`config.mk`:
```
export PLATFORM = sky130hd
export DESIGN_NAME = ddr_init_host
export DESIGN_NICKNAME = d
export VERILOG_FILES = /design/src/inc/ddr_init_host_pkg.sv /design/src/hdl/ddr_init_host.sv
export VERILOG_INCLUDE_DIRS = /design/src /design/src/inc
export SDC_FILE = /design/constraint.sdc
export NUM_CORES = 1
export LEC_CHECK = 0
export ABC_AREA = 1
export BUFFER_PORTS_ARGS = -buffer_cell sky130_fd_sc_hd__buf_2
export CORE_ASPECT_RATIO = 1.5
export CORE_UTILIZATION = 30
export CTS_CLUSTER_DIAMETER = 60
export DETAILED_ROUTE_END_ITERATION = 7
export SETUP_SLACK_MARGIN = 0.5
export SLEW_MARGIN = 20
export SYNTH_ARGS = -nofsm -noshare
export SYNTH_HDL_FRONTEND = slang
export SYNTH_SLANG_ARGS = --single-unit
export TNS_END_PERCENT = 30
```
`constraint.sdc`:
```
create_clock -name clk_i -period 2.55 [get_ports clk_i]
set_input_delay 0.255 -clock clk_i [delete_from_list [all_inputs] [get_ports clk_i]]
set_output_delay 0.255 -clock clk_i [all_outputs]
set_load 0.02 [all_outputs]
```
`src/inc/ddr_init_host_params.svh`:
```
// Purpose: Offsets, field positions, reset values and counts for the host.
// Assumes: Device registers are reached over a 32-bit APB master port.
// Notes: Included by the host module, the device model and the bench.
`ifndef DDR_INIT_HOST_PARAMS_SVH
`define DDR_INIT_HOST_PARAMS_SVH

// Device register map
`define DEV_CAL_CTL 12'h000
`define DEV_PHY_CTL 12'h004
`define DEV_SLEW 12'h008
`define DEV_MEM_CFG 12'h00C
`define DEV_MEM_CFG2 12'h010
`define DEV_TIMING1 12'h014
`define DEV_TIMING2 12'h018
`define DEV_REFRESH 12'h01C
`define DEV_PRIORITY 12'h020
`define DEV_PHY_RST 12'h024

// Device fields
`define CAL_SLEEP 32'h0000_0001
`define CAL_FREEZE 32'h0000_0002
`define CAL_CLK_RESET 32'h0000_0004
`define CAL_RX_SAVE 32'h0000_0008
`define CAL_READY 32'h0000_0010
`define SLEW_PULLDOWN 32'h0000_0020
`define SLEW_LEVEL 32'h0000_0010
`define CFG_BOOT_UNLOCK 32'h0080_0000
`define CFG_TIM_UNLOCK 32'h0000_8000
`define REF_LOW_POWER 32'h8000_0000
`define REF_CLK_STOP 32'h4000_0000
`define REF_SELFREFRESH_OR_POWERDOWN_SELECT 32'h0080_0000
`define REF_INTERVAL 32'h0000_FFFF
`define PHY_SOFT_RESET 32'h0000_0400

// Own register map (APB slave)
`define REG_CTRL 6'h00
`define REG_STATUS 6'h04
`define REG_PHY_CFG 6'h08
`define REG_MEM_CFG 6'h0C
`define REG_MEM_CFG2 6'h10
`define REG_TIM1 6'h14
`define REG_TIM2 6'h18
`define REG_REF_INT 6'h1C
`define REG_PRIO 6'h20
`define PRIO_RESET 32'h0000_0020

// Control bits
`define CTRL_INIT 0
`define CTRL_STOP 1
`define CTRL_RESTART 2
`define CTRL_MDDR 3

// Timing
`define CLK_STOP_CYCLES 150
`define CAL_EDGES 2'h2

// Program entry points and ops
`define PC_INIT 6'h00
`define PC_STOP 6'h1D
`define PC_RESTART 6'h23
`define OP_WR 4'h0
`define OP_WRM 4'h1
`define OP_POLL1 4'h2
`define OP_POLL0 4'h3
`define OP_WAIT_CAL 4'h4
`define OP_WAIT_CYC 4'h5
`define OP_WAIT_PLL 4'h6
`define OP_PLL_ON 4'h7
`define OP_PLL_OFF 4'h8
`define OP_CLK_ON 4'h9
`define OP_CLK_OFF 4'hA
`define OP_RST_REL 4'hB
`define OP_SRST_ON 4'hC
`define OP_SRST_OFF 4'hD
`define OP_END 4'hE

`endif

```
`src/inc/ddr_init_host_pkg.sv`:
```
// Purpose: Types shared by the host design.
// Assumes: Nothing beyond the parameter header.
// Notes: State encoding left to the tool.
package ddr_init_host_pkg;
	typedef enum logic [2:0] {
		ST_IDLE,
		ST_EXEC,
		ST_ACCESS,
		ST_WAIT
	} seq_state_t;
endpackage : ddr_init_host_pkg

```
`src/hdl/ddr_init_host.sv`:
```
// Purpose: Host sequencer bringing a DDR controller up, down and back.
// Assumes: Device bus and this block share clk_i; pins are asynchronous.
// Notes: Software orders a sequence over APB and watches STATUS.
`timescale 1ns/1ps
`include "ddr_init_host_params.svh"

////////////////////////////////////////////////////////////////////////////
module ddr_init_host
	import ddr_init_host_pkg::*;
(
	input wire logic clk_i,
	input wire logic nrst_i,
	input wire logic ce_i,
	// Software APB slave
	input wire logic psel_i,
	input wire logic penable_i,
	input wire logic pwrite_i,
	input wire logic [5:0] paddr_i,
	input wire logic [31:0] pwdata_i,
	output logic [31:0] prdata_o,
	output logic pready_o,
	output logic pslverr_o,
	// Device APB master
	output logic m_psel_o,
	output logic m_penable_o,
	output logic m_pwrite_o,
	output logic [11:0] m_paddr_o,
	output logic [31:0] m_pwdata_o,
	input wire logic [31:0] m_prdata_i,
	input wire logic m_pready_i,
	// System clock and reset control
	output logic pll_run_o,
	input wire logic pll_stable_i,
	output logic mod_clk_en_o,
	output logic dev_rst_n_o,
	output logic sync_reset_o,
	input wire logic cal_clk_i,
	input wire logic line_trap_i
);

////////////////////////////////////////////////////////////////////////////
// Synchronisers

logic pll_m_q, pll_s_q;
logic trap_m_q, trap_s_q;
logic cal_m_q, cal_s_q, cal_p_q;

always_ff @(posedge clk_i) begin
	if (!nrst_i) begin
		pll_m_q <= 1'b0;
		pll_s_q <= 1'b0;
		trap_m_q <= 1'b0;
		trap_s_q <= 1'b0;
		cal_m_q <= 1'b0;
		cal_s_q <= 1'b0;
		cal_p_q <= 1'b0;
	end else if (ce_i) begin
		pll_m_q <= pll_stable_i;
		pll_s_q <= pll_m_q;
		trap_m_q <= line_trap_i;
		trap_s_q <= trap_m_q;
		cal_m_q <= cal_clk_i;
		cal_s_q <= cal_m_q;
		cal_p_q <= cal_s_q;
	end
end

wire logic cal_rise = cal_s_q & ~cal_p_q;

////////////////////////////////////////////////////////////////////////////
// Software registers

logic [31:0] phy_cfg_q, mem_cfg_q, mem_cfg2_q, tim1_q, tim2_q;
logic [31:0] ref_int_q, prio_q;
logic mddr_q, init_done_q, stopped_q;
logic s_ready_q, s_err_q;
logic [31:0] s_rdata_q;
seq_state_t state_q;
logic [5:0] pc_q;

wire logic s_access = psel_i & penable_i;
wire logic s_wr = s_access & pwrite_i & s_ready_q;
wire logic s_mapped = (paddr_i[1:0] == 2'h0) && (paddr_i <= `REG_PRIO);
wire logic idle = (state_q == ST_IDLE);
wire logic go_init = s_wr && paddr_i == `REG_CTRL && pwdata_i[`CTRL_INIT]
	&& idle;
wire logic go_stop = s_wr && paddr_i == `REG_CTRL && pwdata_i[`CTRL_STOP]
	&& idle && init_done_q && !stopped_q && !go_init;
wire logic go_restart = s_wr && paddr_i == `REG_CTRL
	&& pwdata_i[`CTRL_RESTART] && idle && stopped_q && !go_init;
wire logic [31:0] status_w = {18'h0, pc_q, 4'h0, trap_s_q, stopped_q,
	init_done_q, ~idle};

logic [31:0] rd_mux;
always_comb begin
	case (paddr_i)
	`REG_CTRL: rd_mux = {28'h0, mddr_q, 3'h0};
	`REG_STATUS: rd_mux = status_w;
	`REG_PHY_CFG: rd_mux = phy_cfg_q;
	`REG_MEM_CFG: rd_mux = mem_cfg_q;
	`REG_MEM_CFG2: rd_mux = mem_cfg2_q;
	`REG_TIM1: rd_mux = tim1_q;
	`REG_TIM2: rd_mux = tim2_q;
	`REG_REF_INT: rd_mux = ref_int_q;
	`REG_PRIO: rd_mux = prio_q;
	default: rd_mux = 32'h0000_0000;
	endcase
end

// One wait cycle: pready rises in the second access cycle
always_ff @(posedge clk_i) begin
	if (!nrst_i) begin
		s_ready_q <= 1'b0;
		s_err_q <= 1'b0;
		s_rdata_q <= 32'h0000_0000;
	end else if (ce_i) begin
		s_ready_q <= s_access & ~s_ready_q;
		s_err_q <= s_access & ~s_ready_q & ~s_mapped;
		s_rdata_q <= (s_access & ~s_ready_q & ~pwrite_i) ? rd_mux
			: 32'h0000_0000;
	end
end

always_ff @(posedge clk_i) begin
	if (!nrst_i) begin
		phy_cfg_q <= 32'h0000_0000;
		mem_cfg_q <= 32'h0000_0000;
		mem_cfg2_q <= 32'h0000_0000;
		tim1_q <= 32'h0000_0000;
		tim2_q <= 32'h0000_0000;
		ref_int_q <= 32'h0000_0000;
		prio_q <= `PRIO_RESET;
		mddr_q <= 1'b0;
	end else if (ce_i && s_wr) begin
		case (paddr_i)
		`REG_CTRL: mddr_q <= pwdata_i[`CTRL_MDDR];
		`REG_PHY_CFG: phy_cfg_q <= pwdata_i;
		`REG_MEM_CFG: mem_cfg_q <= pwdata_i;
		`REG_MEM_CFG2: mem_cfg2_q <= pwdata_i;
		`REG_TIM1: tim1_q <= pwdata_i;
		`REG_TIM2: tim2_q <= pwdata_i;
		`REG_REF_INT: ref_int_q <= pwdata_i;
		`REG_PRIO: prio_q <= pwdata_i;
		default: mddr_q <= mddr_q;
		endcase
	end
end

assign prdata_o = s_rdata_q;
assign pready_o = s_ready_q;
assign pslverr_o = s_err_q;

////////////////////////////////////////////////////////////////////////////
// Sequence program

logic [3:0] op;
logic [11:0] op_addr;
logic [31:0] op_data;
wire logic [31:0] rr = ref_int_q & `REF_INTERVAL;
wire logic [31:0] cfg_base = mem_cfg_q
	& ~(`CFG_BOOT_UNLOCK | `CFG_TIM_UNLOCK);
wire logic [31:0] slew_w = mddr_q ? (`SLEW_PULLDOWN | `SLEW_LEVEL)
	: 32'h0000_0000;
wire logic [31:0] cal_lock = `CAL_CLK_RESET | `CAL_FREEZE;

always_comb begin
	op = `OP_END;
	op_addr = `DEV_CAL_CTL;
	op_data = 32'h0000_0000;
	case (pc_q)
	6'h00: op = `OP_PLL_ON;
	6'h01: op = `OP_WAIT_PLL;
	6'h02: op = `OP_CLK_ON;
	6'h03: op = `OP_RST_REL;
	6'h04: begin op = `OP_WR; op_data = `CAL_FREEZE; end
	6'h05: op = `OP_WR;
	6'h06: begin op = `OP_WR; op_data = `CAL_CLK_RESET; end
	6'h07: op = `OP_WAIT_CAL;
	6'h08: op = `OP_WR;
	6'h09: op = `OP_WAIT_CAL;
	6'h0A: begin op = `OP_WR; op_data = `CAL_CLK_RESET; end
	6'h0B: begin op = `OP_POLL1; op_data = `CAL_READY; end
	6'h0C: begin op = `OP_WR; op_data = cal_lock; end
	6'h0D: begin op = `OP_WR; op_data = cal_lock | `CAL_SLEEP; end
	6'h0E: begin
		op = `OP_WR;
		op_data = cal_lock | `CAL_SLEEP | `CAL_RX_SAVE;
	end
	6'h0F: begin
		op = `OP_WR;
		op_addr = `DEV_PHY_CTL;
		op_data = phy_cfg_q;
	end
	6'h10: begin op = `OP_WR; op_addr = `DEV_SLEW; op_data = slew_w; end
	6'h11: begin
		op = `OP_WR;
		op_addr = `DEV_MEM_CFG;
		op_data = cfg_base | `CFG_BOOT_UNLOCK;
	end
	6'h12: begin
		op = `OP_WR;
		op_addr = `DEV_MEM_CFG;
		op_data = cfg_base | `CFG_TIM_UNLOCK;
	end
	6'h13: begin
		op = `OP_WRM;
		op_addr = `DEV_MEM_CFG2;
		op_data = mem_cfg2_q;
	end
	6'h14: begin op = `OP_WR; op_addr = `DEV_TIMING1; op_data = tim1_q; end
	6'h15: begin op = `OP_WR; op_addr = `DEV_TIMING2; op_data = tim2_q; end
	6'h16: begin op = `OP_WR; op_addr = `DEV_MEM_CFG; op_data = cfg_base; end
	6'h17: begin
		op = `OP_WR;
		op_addr = `DEV_REFRESH;
		op_data = `REF_LOW_POWER | `REF_CLK_STOP | rr;
	end
	6'h18: op = `OP_SRST_ON;
	6'h19: op = `OP_SRST_OFF;
	6'h1A: begin op = `OP_WR; op_addr = `DEV_REFRESH; op_data = rr; end
	6'h1B: begin
		op = `OP_WR;
		op_addr = `DEV_PRIORITY;
		op_data = prio_q;
	end
	6'h1C: op = `OP_END;
	6'h1D: begin
		op = `OP_WR;
		op_addr = `DEV_REFRESH;
		op_data = `REF_LOW_POWER | rr;
	end
	6'h1E: begin
		op = `OP_WR;
		op_addr = `DEV_REFRESH;
		op_data = `REF_LOW_POWER | `REF_CLK_STOP | rr;
	end
	6'h1F: op = `OP_WAIT_CYC;
	6'h20: op = `OP_CLK_OFF;
	6'h21: op = `OP_PLL_OFF;
	6'h22: op = `OP_END;
	6'h23: op = `OP_PLL_ON;
	6'h24: op = `OP_WAIT_PLL;
	6'h25: op = `OP_CLK_ON;
	6'h26: begin
		op = `OP_WR;
		op_addr = `DEV_PHY_RST;
		op_data = `PHY_SOFT_RESET;
	end
	6'h27: begin
		op = `OP_POLL0;
		op_addr = `DEV_PHY_RST;
		op_data = `PHY_SOFT_RESET;
	end
	6'h28: begin
		op = `OP_WR;
		op_addr = `DEV_REFRESH;
		op_data = `REF_LOW_POWER | rr;
	end
	6'h29: begin op = `OP_WR; op_addr = `DEV_REFRESH; op_data = rr; end
	default: op = `OP_END;
	endcase
end

////////////////////////////////////////////////////////////////////////////
// Sequencer and device bus master

logic [7:0] wait_q;
wire logic is_bus = (op == `OP_WR) || (op == `OP_POLL1)
	|| (op == `OP_POLL0) || (op == `OP_WRM && mddr_q);
wire logic is_poll = (op == `OP_POLL1) || (op == `OP_POLL0);
wire logic m_done = m_psel_o & m_penable_o & m_pready_i;
wire logic poll_ok = (op == `OP_POLL1) ? ((m_prdata_i & op_data) != 0)
	: ((m_prdata_i & op_data) == 0);
wire logic wait_ok = (op == `OP_WAIT_PLL) ? pll_s_q
	: (op == `OP_WAIT_CAL) ? (wait_q[1:0] == `CAL_EDGES)
	: (wait_q == 8'(`CLK_STOP_CYCLES));
wire logic [5:0] pc_inc = pc_q + 6'h01;

always_ff @(posedge clk_i) begin
	if (!nrst_i) begin
		state_q <= ST_IDLE;
		pc_q <= `PC_INIT;
		wait_q <= 8'h00;
		m_psel_o <= 1'b0;
		m_penable_o <= 1'b0;
		m_pwrite_o <= 1'b0;
		m_paddr_o <= 12'h000;
		m_pwdata_o <= 32'h0000_0000;
		init_done_q <= 1'b0;
		stopped_q <= 1'b0;
	end else if (ce_i) begin
		case (state_q)
		ST_IDLE: begin
			if (go_init) begin
				pc_q <= `PC_INIT;
				init_done_q <= 1'b0;
				stopped_q <= 1'b0;
				state_q <= ST_EXEC;
			end else if (go_stop) begin
				pc_q <= `PC_STOP;
				state_q <= ST_EXEC;
			end else if (go_restart) begin
				pc_q <= `PC_RESTART;
				state_q <= ST_EXEC;
			end
		end
		ST_EXEC: begin
			wait_q <= 8'h00;
			if (is_bus) begin
				// Setup cycle of the device transfer
				m_psel_o <= 1'b1;
				m_pwrite_o <= ~is_poll;
				m_paddr_o <= op_addr;
				m_pwdata_o <= is_poll ? 32'h0000_0000 : op_data;
				state_q <= ST_ACCESS;
			end else if (op == `OP_WAIT_PLL || op == `OP_WAIT_CAL
				|| op == `OP_WAIT_CYC) begin
				state_q <= ST_WAIT;
			end else if (op == `OP_END) begin
				init_done_q <= (pc_q == 6'h1C) | init_done_q;
				stopped_q <= (pc_q == 6'h22);
				state_q <= ST_IDLE;
			end else begin
				pc_q <= pc_inc;
			end
		end
		ST_ACCESS: begin
			m_penable_o <= 1'b1;
			if (m_done) begin
				m_psel_o <= 1'b0;
				m_penable_o <= 1'b0;
				state_q <= ST_EXEC;
				// A failed poll reissues the same read
				if (!is_poll || poll_ok) begin
					pc_q <= pc_inc;
				end
			end
		end
		ST_WAIT: begin
			if (wait_ok) begin
				pc_q <= pc_inc;
				state_q <= ST_EXEC;
			end else if (op == `OP_WAIT_CYC
				|| (op == `OP_WAIT_CAL && cal_rise)) begin
				wait_q <= wait_q + 8'h01;
			end
		end
		default: state_q <= ST_IDLE;
		endcase
	end
end

// Clock and reset controls follow the program's simple ops
wire logic in_exec = (state_q == ST_EXEC) && ce_i;
always_ff @(posedge clk_i) begin
	if (!nrst_i) begin
		pll_run_o <= 1'b0;
		mod_clk_en_o <= 1'b0;
		dev_rst_n_o <= 1'b0;
		sync_reset_o <= 1'b0;
	end else if (in_exec) begin
		if (op == `OP_PLL_ON) pll_run_o <= 1'b1;
		if (op == `OP_PLL_OFF) pll_run_o <= 1'b0;
		if (op == `OP_CLK_ON) mod_clk_en_o <= 1'b1;
		if (op == `OP_CLK_OFF) mod_clk_en_o <= 1'b0;
		if (op == `OP_RST_REL) dev_rst_n_o <= 1'b1;
		if (op == `OP_SRST_ON) sync_reset_o <= 1'b1;
		if (op == `OP_SRST_OFF) sync_reset_o <= 1'b0;
	end
end

////////////////////////////////////////////////////////////////////////////
// Checks

logic [31:0] ref_shadow_q, cfg_shadow_q;
logic ready_seen_q;
logic [7:0] stop_age_q;
wire logic m_wr_done = m_done & m_pwrite_o;

always_ff @(posedge clk_i) begin
	if (!nrst_i) begin
		ref_shadow_q <= 32'h0000_0000;
		cfg_shadow_q <= 32'h0000_0000;
		ready_seen_q <= 1'b0;
		stop_age_q <= 8'h00;
	end else if (ce_i) begin
		if (m_wr_done && m_paddr_o == `DEV_REFRESH)
			ref_shadow_q <= m_pwdata_o;
		if (m_wr_done && m_paddr_o == `DEV_MEM_CFG)
			cfg_shadow_q <= m_pwdata_o;
		if (go_init)
			ready_seen_q <= 1'b0;
		else if (m_done && !m_pwrite_o && m_paddr_o == `DEV_CAL_CTL
			&& (m_prdata_i & `CAL_READY) != 0)
			ready_seen_q <= 1'b1;
		if (m_wr_done && m_paddr_o == `DEV_REFRESH)
			stop_age_q <= 8'h00;
		else if (stop_age_q != 8'hFF)
			stop_age_q <= stop_age_q + 8'h01;
	end
end
endmodule : ddr_init_host

```
==> run summary <==
Setup CP Type: reg -> reg
die area: 0.0525 mm2
Leak: 8.68 nW
crit path launch type: flop
first-pass GRT wire length: 101000 um
number of flops mapped to enable cells by yosys: 0
cells along the critical path: inv_4 -> ha_4 -> buf_6 -> o211ai_4 -> buf_12 -> buf_12 -> a21boi_2 -> nor2_2 -> nand3_2 -> nand2_1 -> nand2_1 -> nor2_2 -> nand2_1 -> nor2_4 -> nand2_2 -> nand2_2 -> nand3_4 -> buf_8 -> a21oi_2 -> nor2_1
Clock Path Buffers: 3
most frequent CP cell: nand2_1
Core Area: 0.0508 mm2
IO buf count: 156
DR top layer: met4
CP max-delay cell: dfxtp_4
post-synthesis register bit count: 327
die width: 187 um
Syn-to-layout area delta: 35.8%
Worst-Skew Late Latency: 0.57 ns
cell taking the most area after synthesis: dfxtp_1
vias in the first global route: 16700
min cycle time layout: 2.93 ns
Worst setup EP type: flop
Tot GR Track Use: 25.2%
initial antenna violation count: 0
multi-input logic area: 0.00855 mm2
site row count: 101
vias per cell: 5.37
nets: 2584
drt pass-1 iters: 5
count of cell types in the netlist: 49
Hold Path Class: in -> reg
Final period util: 115%
pwr/cell area: 520 mW/mm2
1st-iter DRT viols: 1529
status: complete, but fails checks
post-layout total power: 10.9 mW
WL met3: 4180 um
Top Ports: 165
FMAX: 0.341 GHz
share of post-route cells with drive strength above 1: 25.5%
Mapped Avg Cell Area: 6.99 um2
flop-to-flop setup slack: -0.38 ns
fill count: 5174
antenna cells: 0
failing checks: setup timing
starting density of the core: 30.4%
post-route setup slack: -0.382 ns
Yosys top cell area share: 42.3%
htree depth: 2
Vias: 17100
Max Clock Skew: 0.0256 ns
antenna viol nets, final: 0
drt wl/cell: 21.4 um
Post-Syn Instances: 2212
grt total ovfl: 0
VDD IR max: 436 uV
met2 wire length: 34000 um
TritonCTS clock tree: built
ys flop type: dfxtp_1
final RePlAce weighted congestion: 0.988
wl on met1: 24500 um
final WL: 68200 um
largest net degree at the start of global routing: 155
Final Hold Violating Endpoints: 0
Worst-path clk slew: 0.06 ns
Sinks on Clock Net: 327
Maximum Capacitance Violations: 0
top cells by area, synth: dfxtp_1 (42%), nand2_1 (11%), a21oi_1 (9.9%), o21ai_0 (8.2%), nor2_1 (5.0%)
endpoints failing setup: 51
RSZ-0062 raised after global routing: true
normalized max-slew margin: 52.7%
register area: 0.00656 mm2
Hold WS: 0.0185 ns
Crit path required time: 3.00 ns
Post-synth ARST share: 0%
Final HPWL DP: 47600 um
slowest stage delay, CP: 0.39 ns
Mapped Area: 0.0155 mm2
DRC viols: 0
CTS root buf: clkbuf_16
Synth warnings: 0
Die H: 280 um
CP max FO: 6
Num CTS Buffers: 35
Pins Over Slew Limit: 0
Critical Path AT: 3.38 ns
worst slew pin tran: 0.707 ns
sequential fraction of the synthesis area: 42.3%
[area by class of cell]
type                    count  area share (%)
clock buffers              52            4.96
clock inverters            11           0.894
inverters                 168            3.16
multi-input cells        1577            40.7
flip-flops and latches    327            31.2
well taps                 669            3.99
repair buffers            388            15.0
[cell usage after synthesis (all sizes together), types with 6 or more instances]
cell / n
nand2: 481
dfxtp: 327
a21oi: 308
o21ai: 253
nor2: 213
inv: 166
clkbuf: 109
nand3: 106
a22oi: 39
buf: 39
a211oi: 34
a221oi: 33
nand4: 23
nor3: 17
o22ai: 11
o2111ai: 8
ha: 7
o211ai: 6
[critical path: cells and delay by family (launching register included)]
kind / cells / cell delay [ns]
AO/OA/AOI/OAI: 3 / 0.43
adder cells (fa/ha/maj): 1 / 0.18
buffers and inverters: 5 / 0.63
flip-flops: 1 / 0.39
AND/OR/NAND/NOR: 11 / 1.17
[cells by family (layout without fill, tap and decap cells)]
logic type               after synthesis  after routing  synth area share, %
AND/OR/NAND/NOR                      850            851                 22.8
other                                  1              8               0.0243
buffers and inverters                316            619                 8.35
adder cells (fa/ha/maj)                7              7                0.567
XOR/XNOR                               4              4                0.227
AO/OA/AOI/OAI                        707            707                 25.6
flip-flops                           327            327                 42.3
[stage by stage]
step                      utilization, %  worst slack (ns)  cell area [um2]  TNS [ns]  instances
after floorplan                        -             0.190            15700         0       2219
after global placement              36.4            -0.704            18500    -14.98       3089
after detailed placement            36.4            -0.725            18500    -16.46       3089
after CTS                           40.2            -0.377            20400     -4.08       3178
after global routing                41.3            -0.533            21000    -13.40       3192
final                               41.3            -0.382            21000     -6.79       3192
[layer usage]
| metal | up-vias | GRT usage [%] |
|---|---|---|
| met2 | 763 | 45.2 |
| li1 | 8058 | - |
| met1 | 8077 | 26.5 |
| met3 | 247 | 3.54 |
| met4 | 0 | 19.9 |
| met5 | - | 0 |
[report_power, final]
| group | total, mW | internal, mW | switching [mW] |
|---|---|---|---|
| Combinational | 0.367 | 0.0947 | 0.272 |
| Sequential | 5.12 | 5.11 | 0.00481 |
| Clock | 5.43 | 3.10 | 2.33 |
| Total | 10.9 | 8.31 | 2.61 |
[registers in the layout (all words and copies together) (netlist names), 2 cells and up]
signal,flops
m_paddr_o,4
m_pwdata_o,32
mem_cfg2_q,32
mem_cfg_q,32
pc_q,6
phy_cfg_q,32
prdata_o,32
prio_q,32
ref_int_q,32
state_q,2
tim1_q,32
tim2_q,32
wait_q,8
[repair_timing]
action,CTS,global route
setup endpoints to repair,60,63
endpoints found under the hold margin,3,0
resized for setup,113,103
gates cloned,3,2
pin swaps,51,43
hold buffers,3,0
buffers inserted,20,12
[final timing paths]
kind / start / to / depth (start not counted)
max: pc_q[0] / pc_q[5] / 20
min: pwdata_i[5] / prio_q[5] / 3
max reg2reg: pc_q[0] / pc_q[5] / 20
min reg2reg: prdata_o[5] / prdata_o[5] / 2
[cell usage in the layout (no fill, tap or decap), drive strengths merged, types with 4 or more instances in the layout]
master   count
a211oi      34
a21oi      308
a221oi      33
a22o         5
a22oi       39
a31oi        4
buf        382
clkbuf      55
clkinv       8
conb         8
dfxtp      327
ha           7
inv        167
nand2      482
nand3      106
nand4       23
nor2       213
nor3        17
nor4         5
o2111ai      8
o211ai       6
o21ai      253
o22ai       11
No activity file was read; power rests on OpenSTA's default activity.
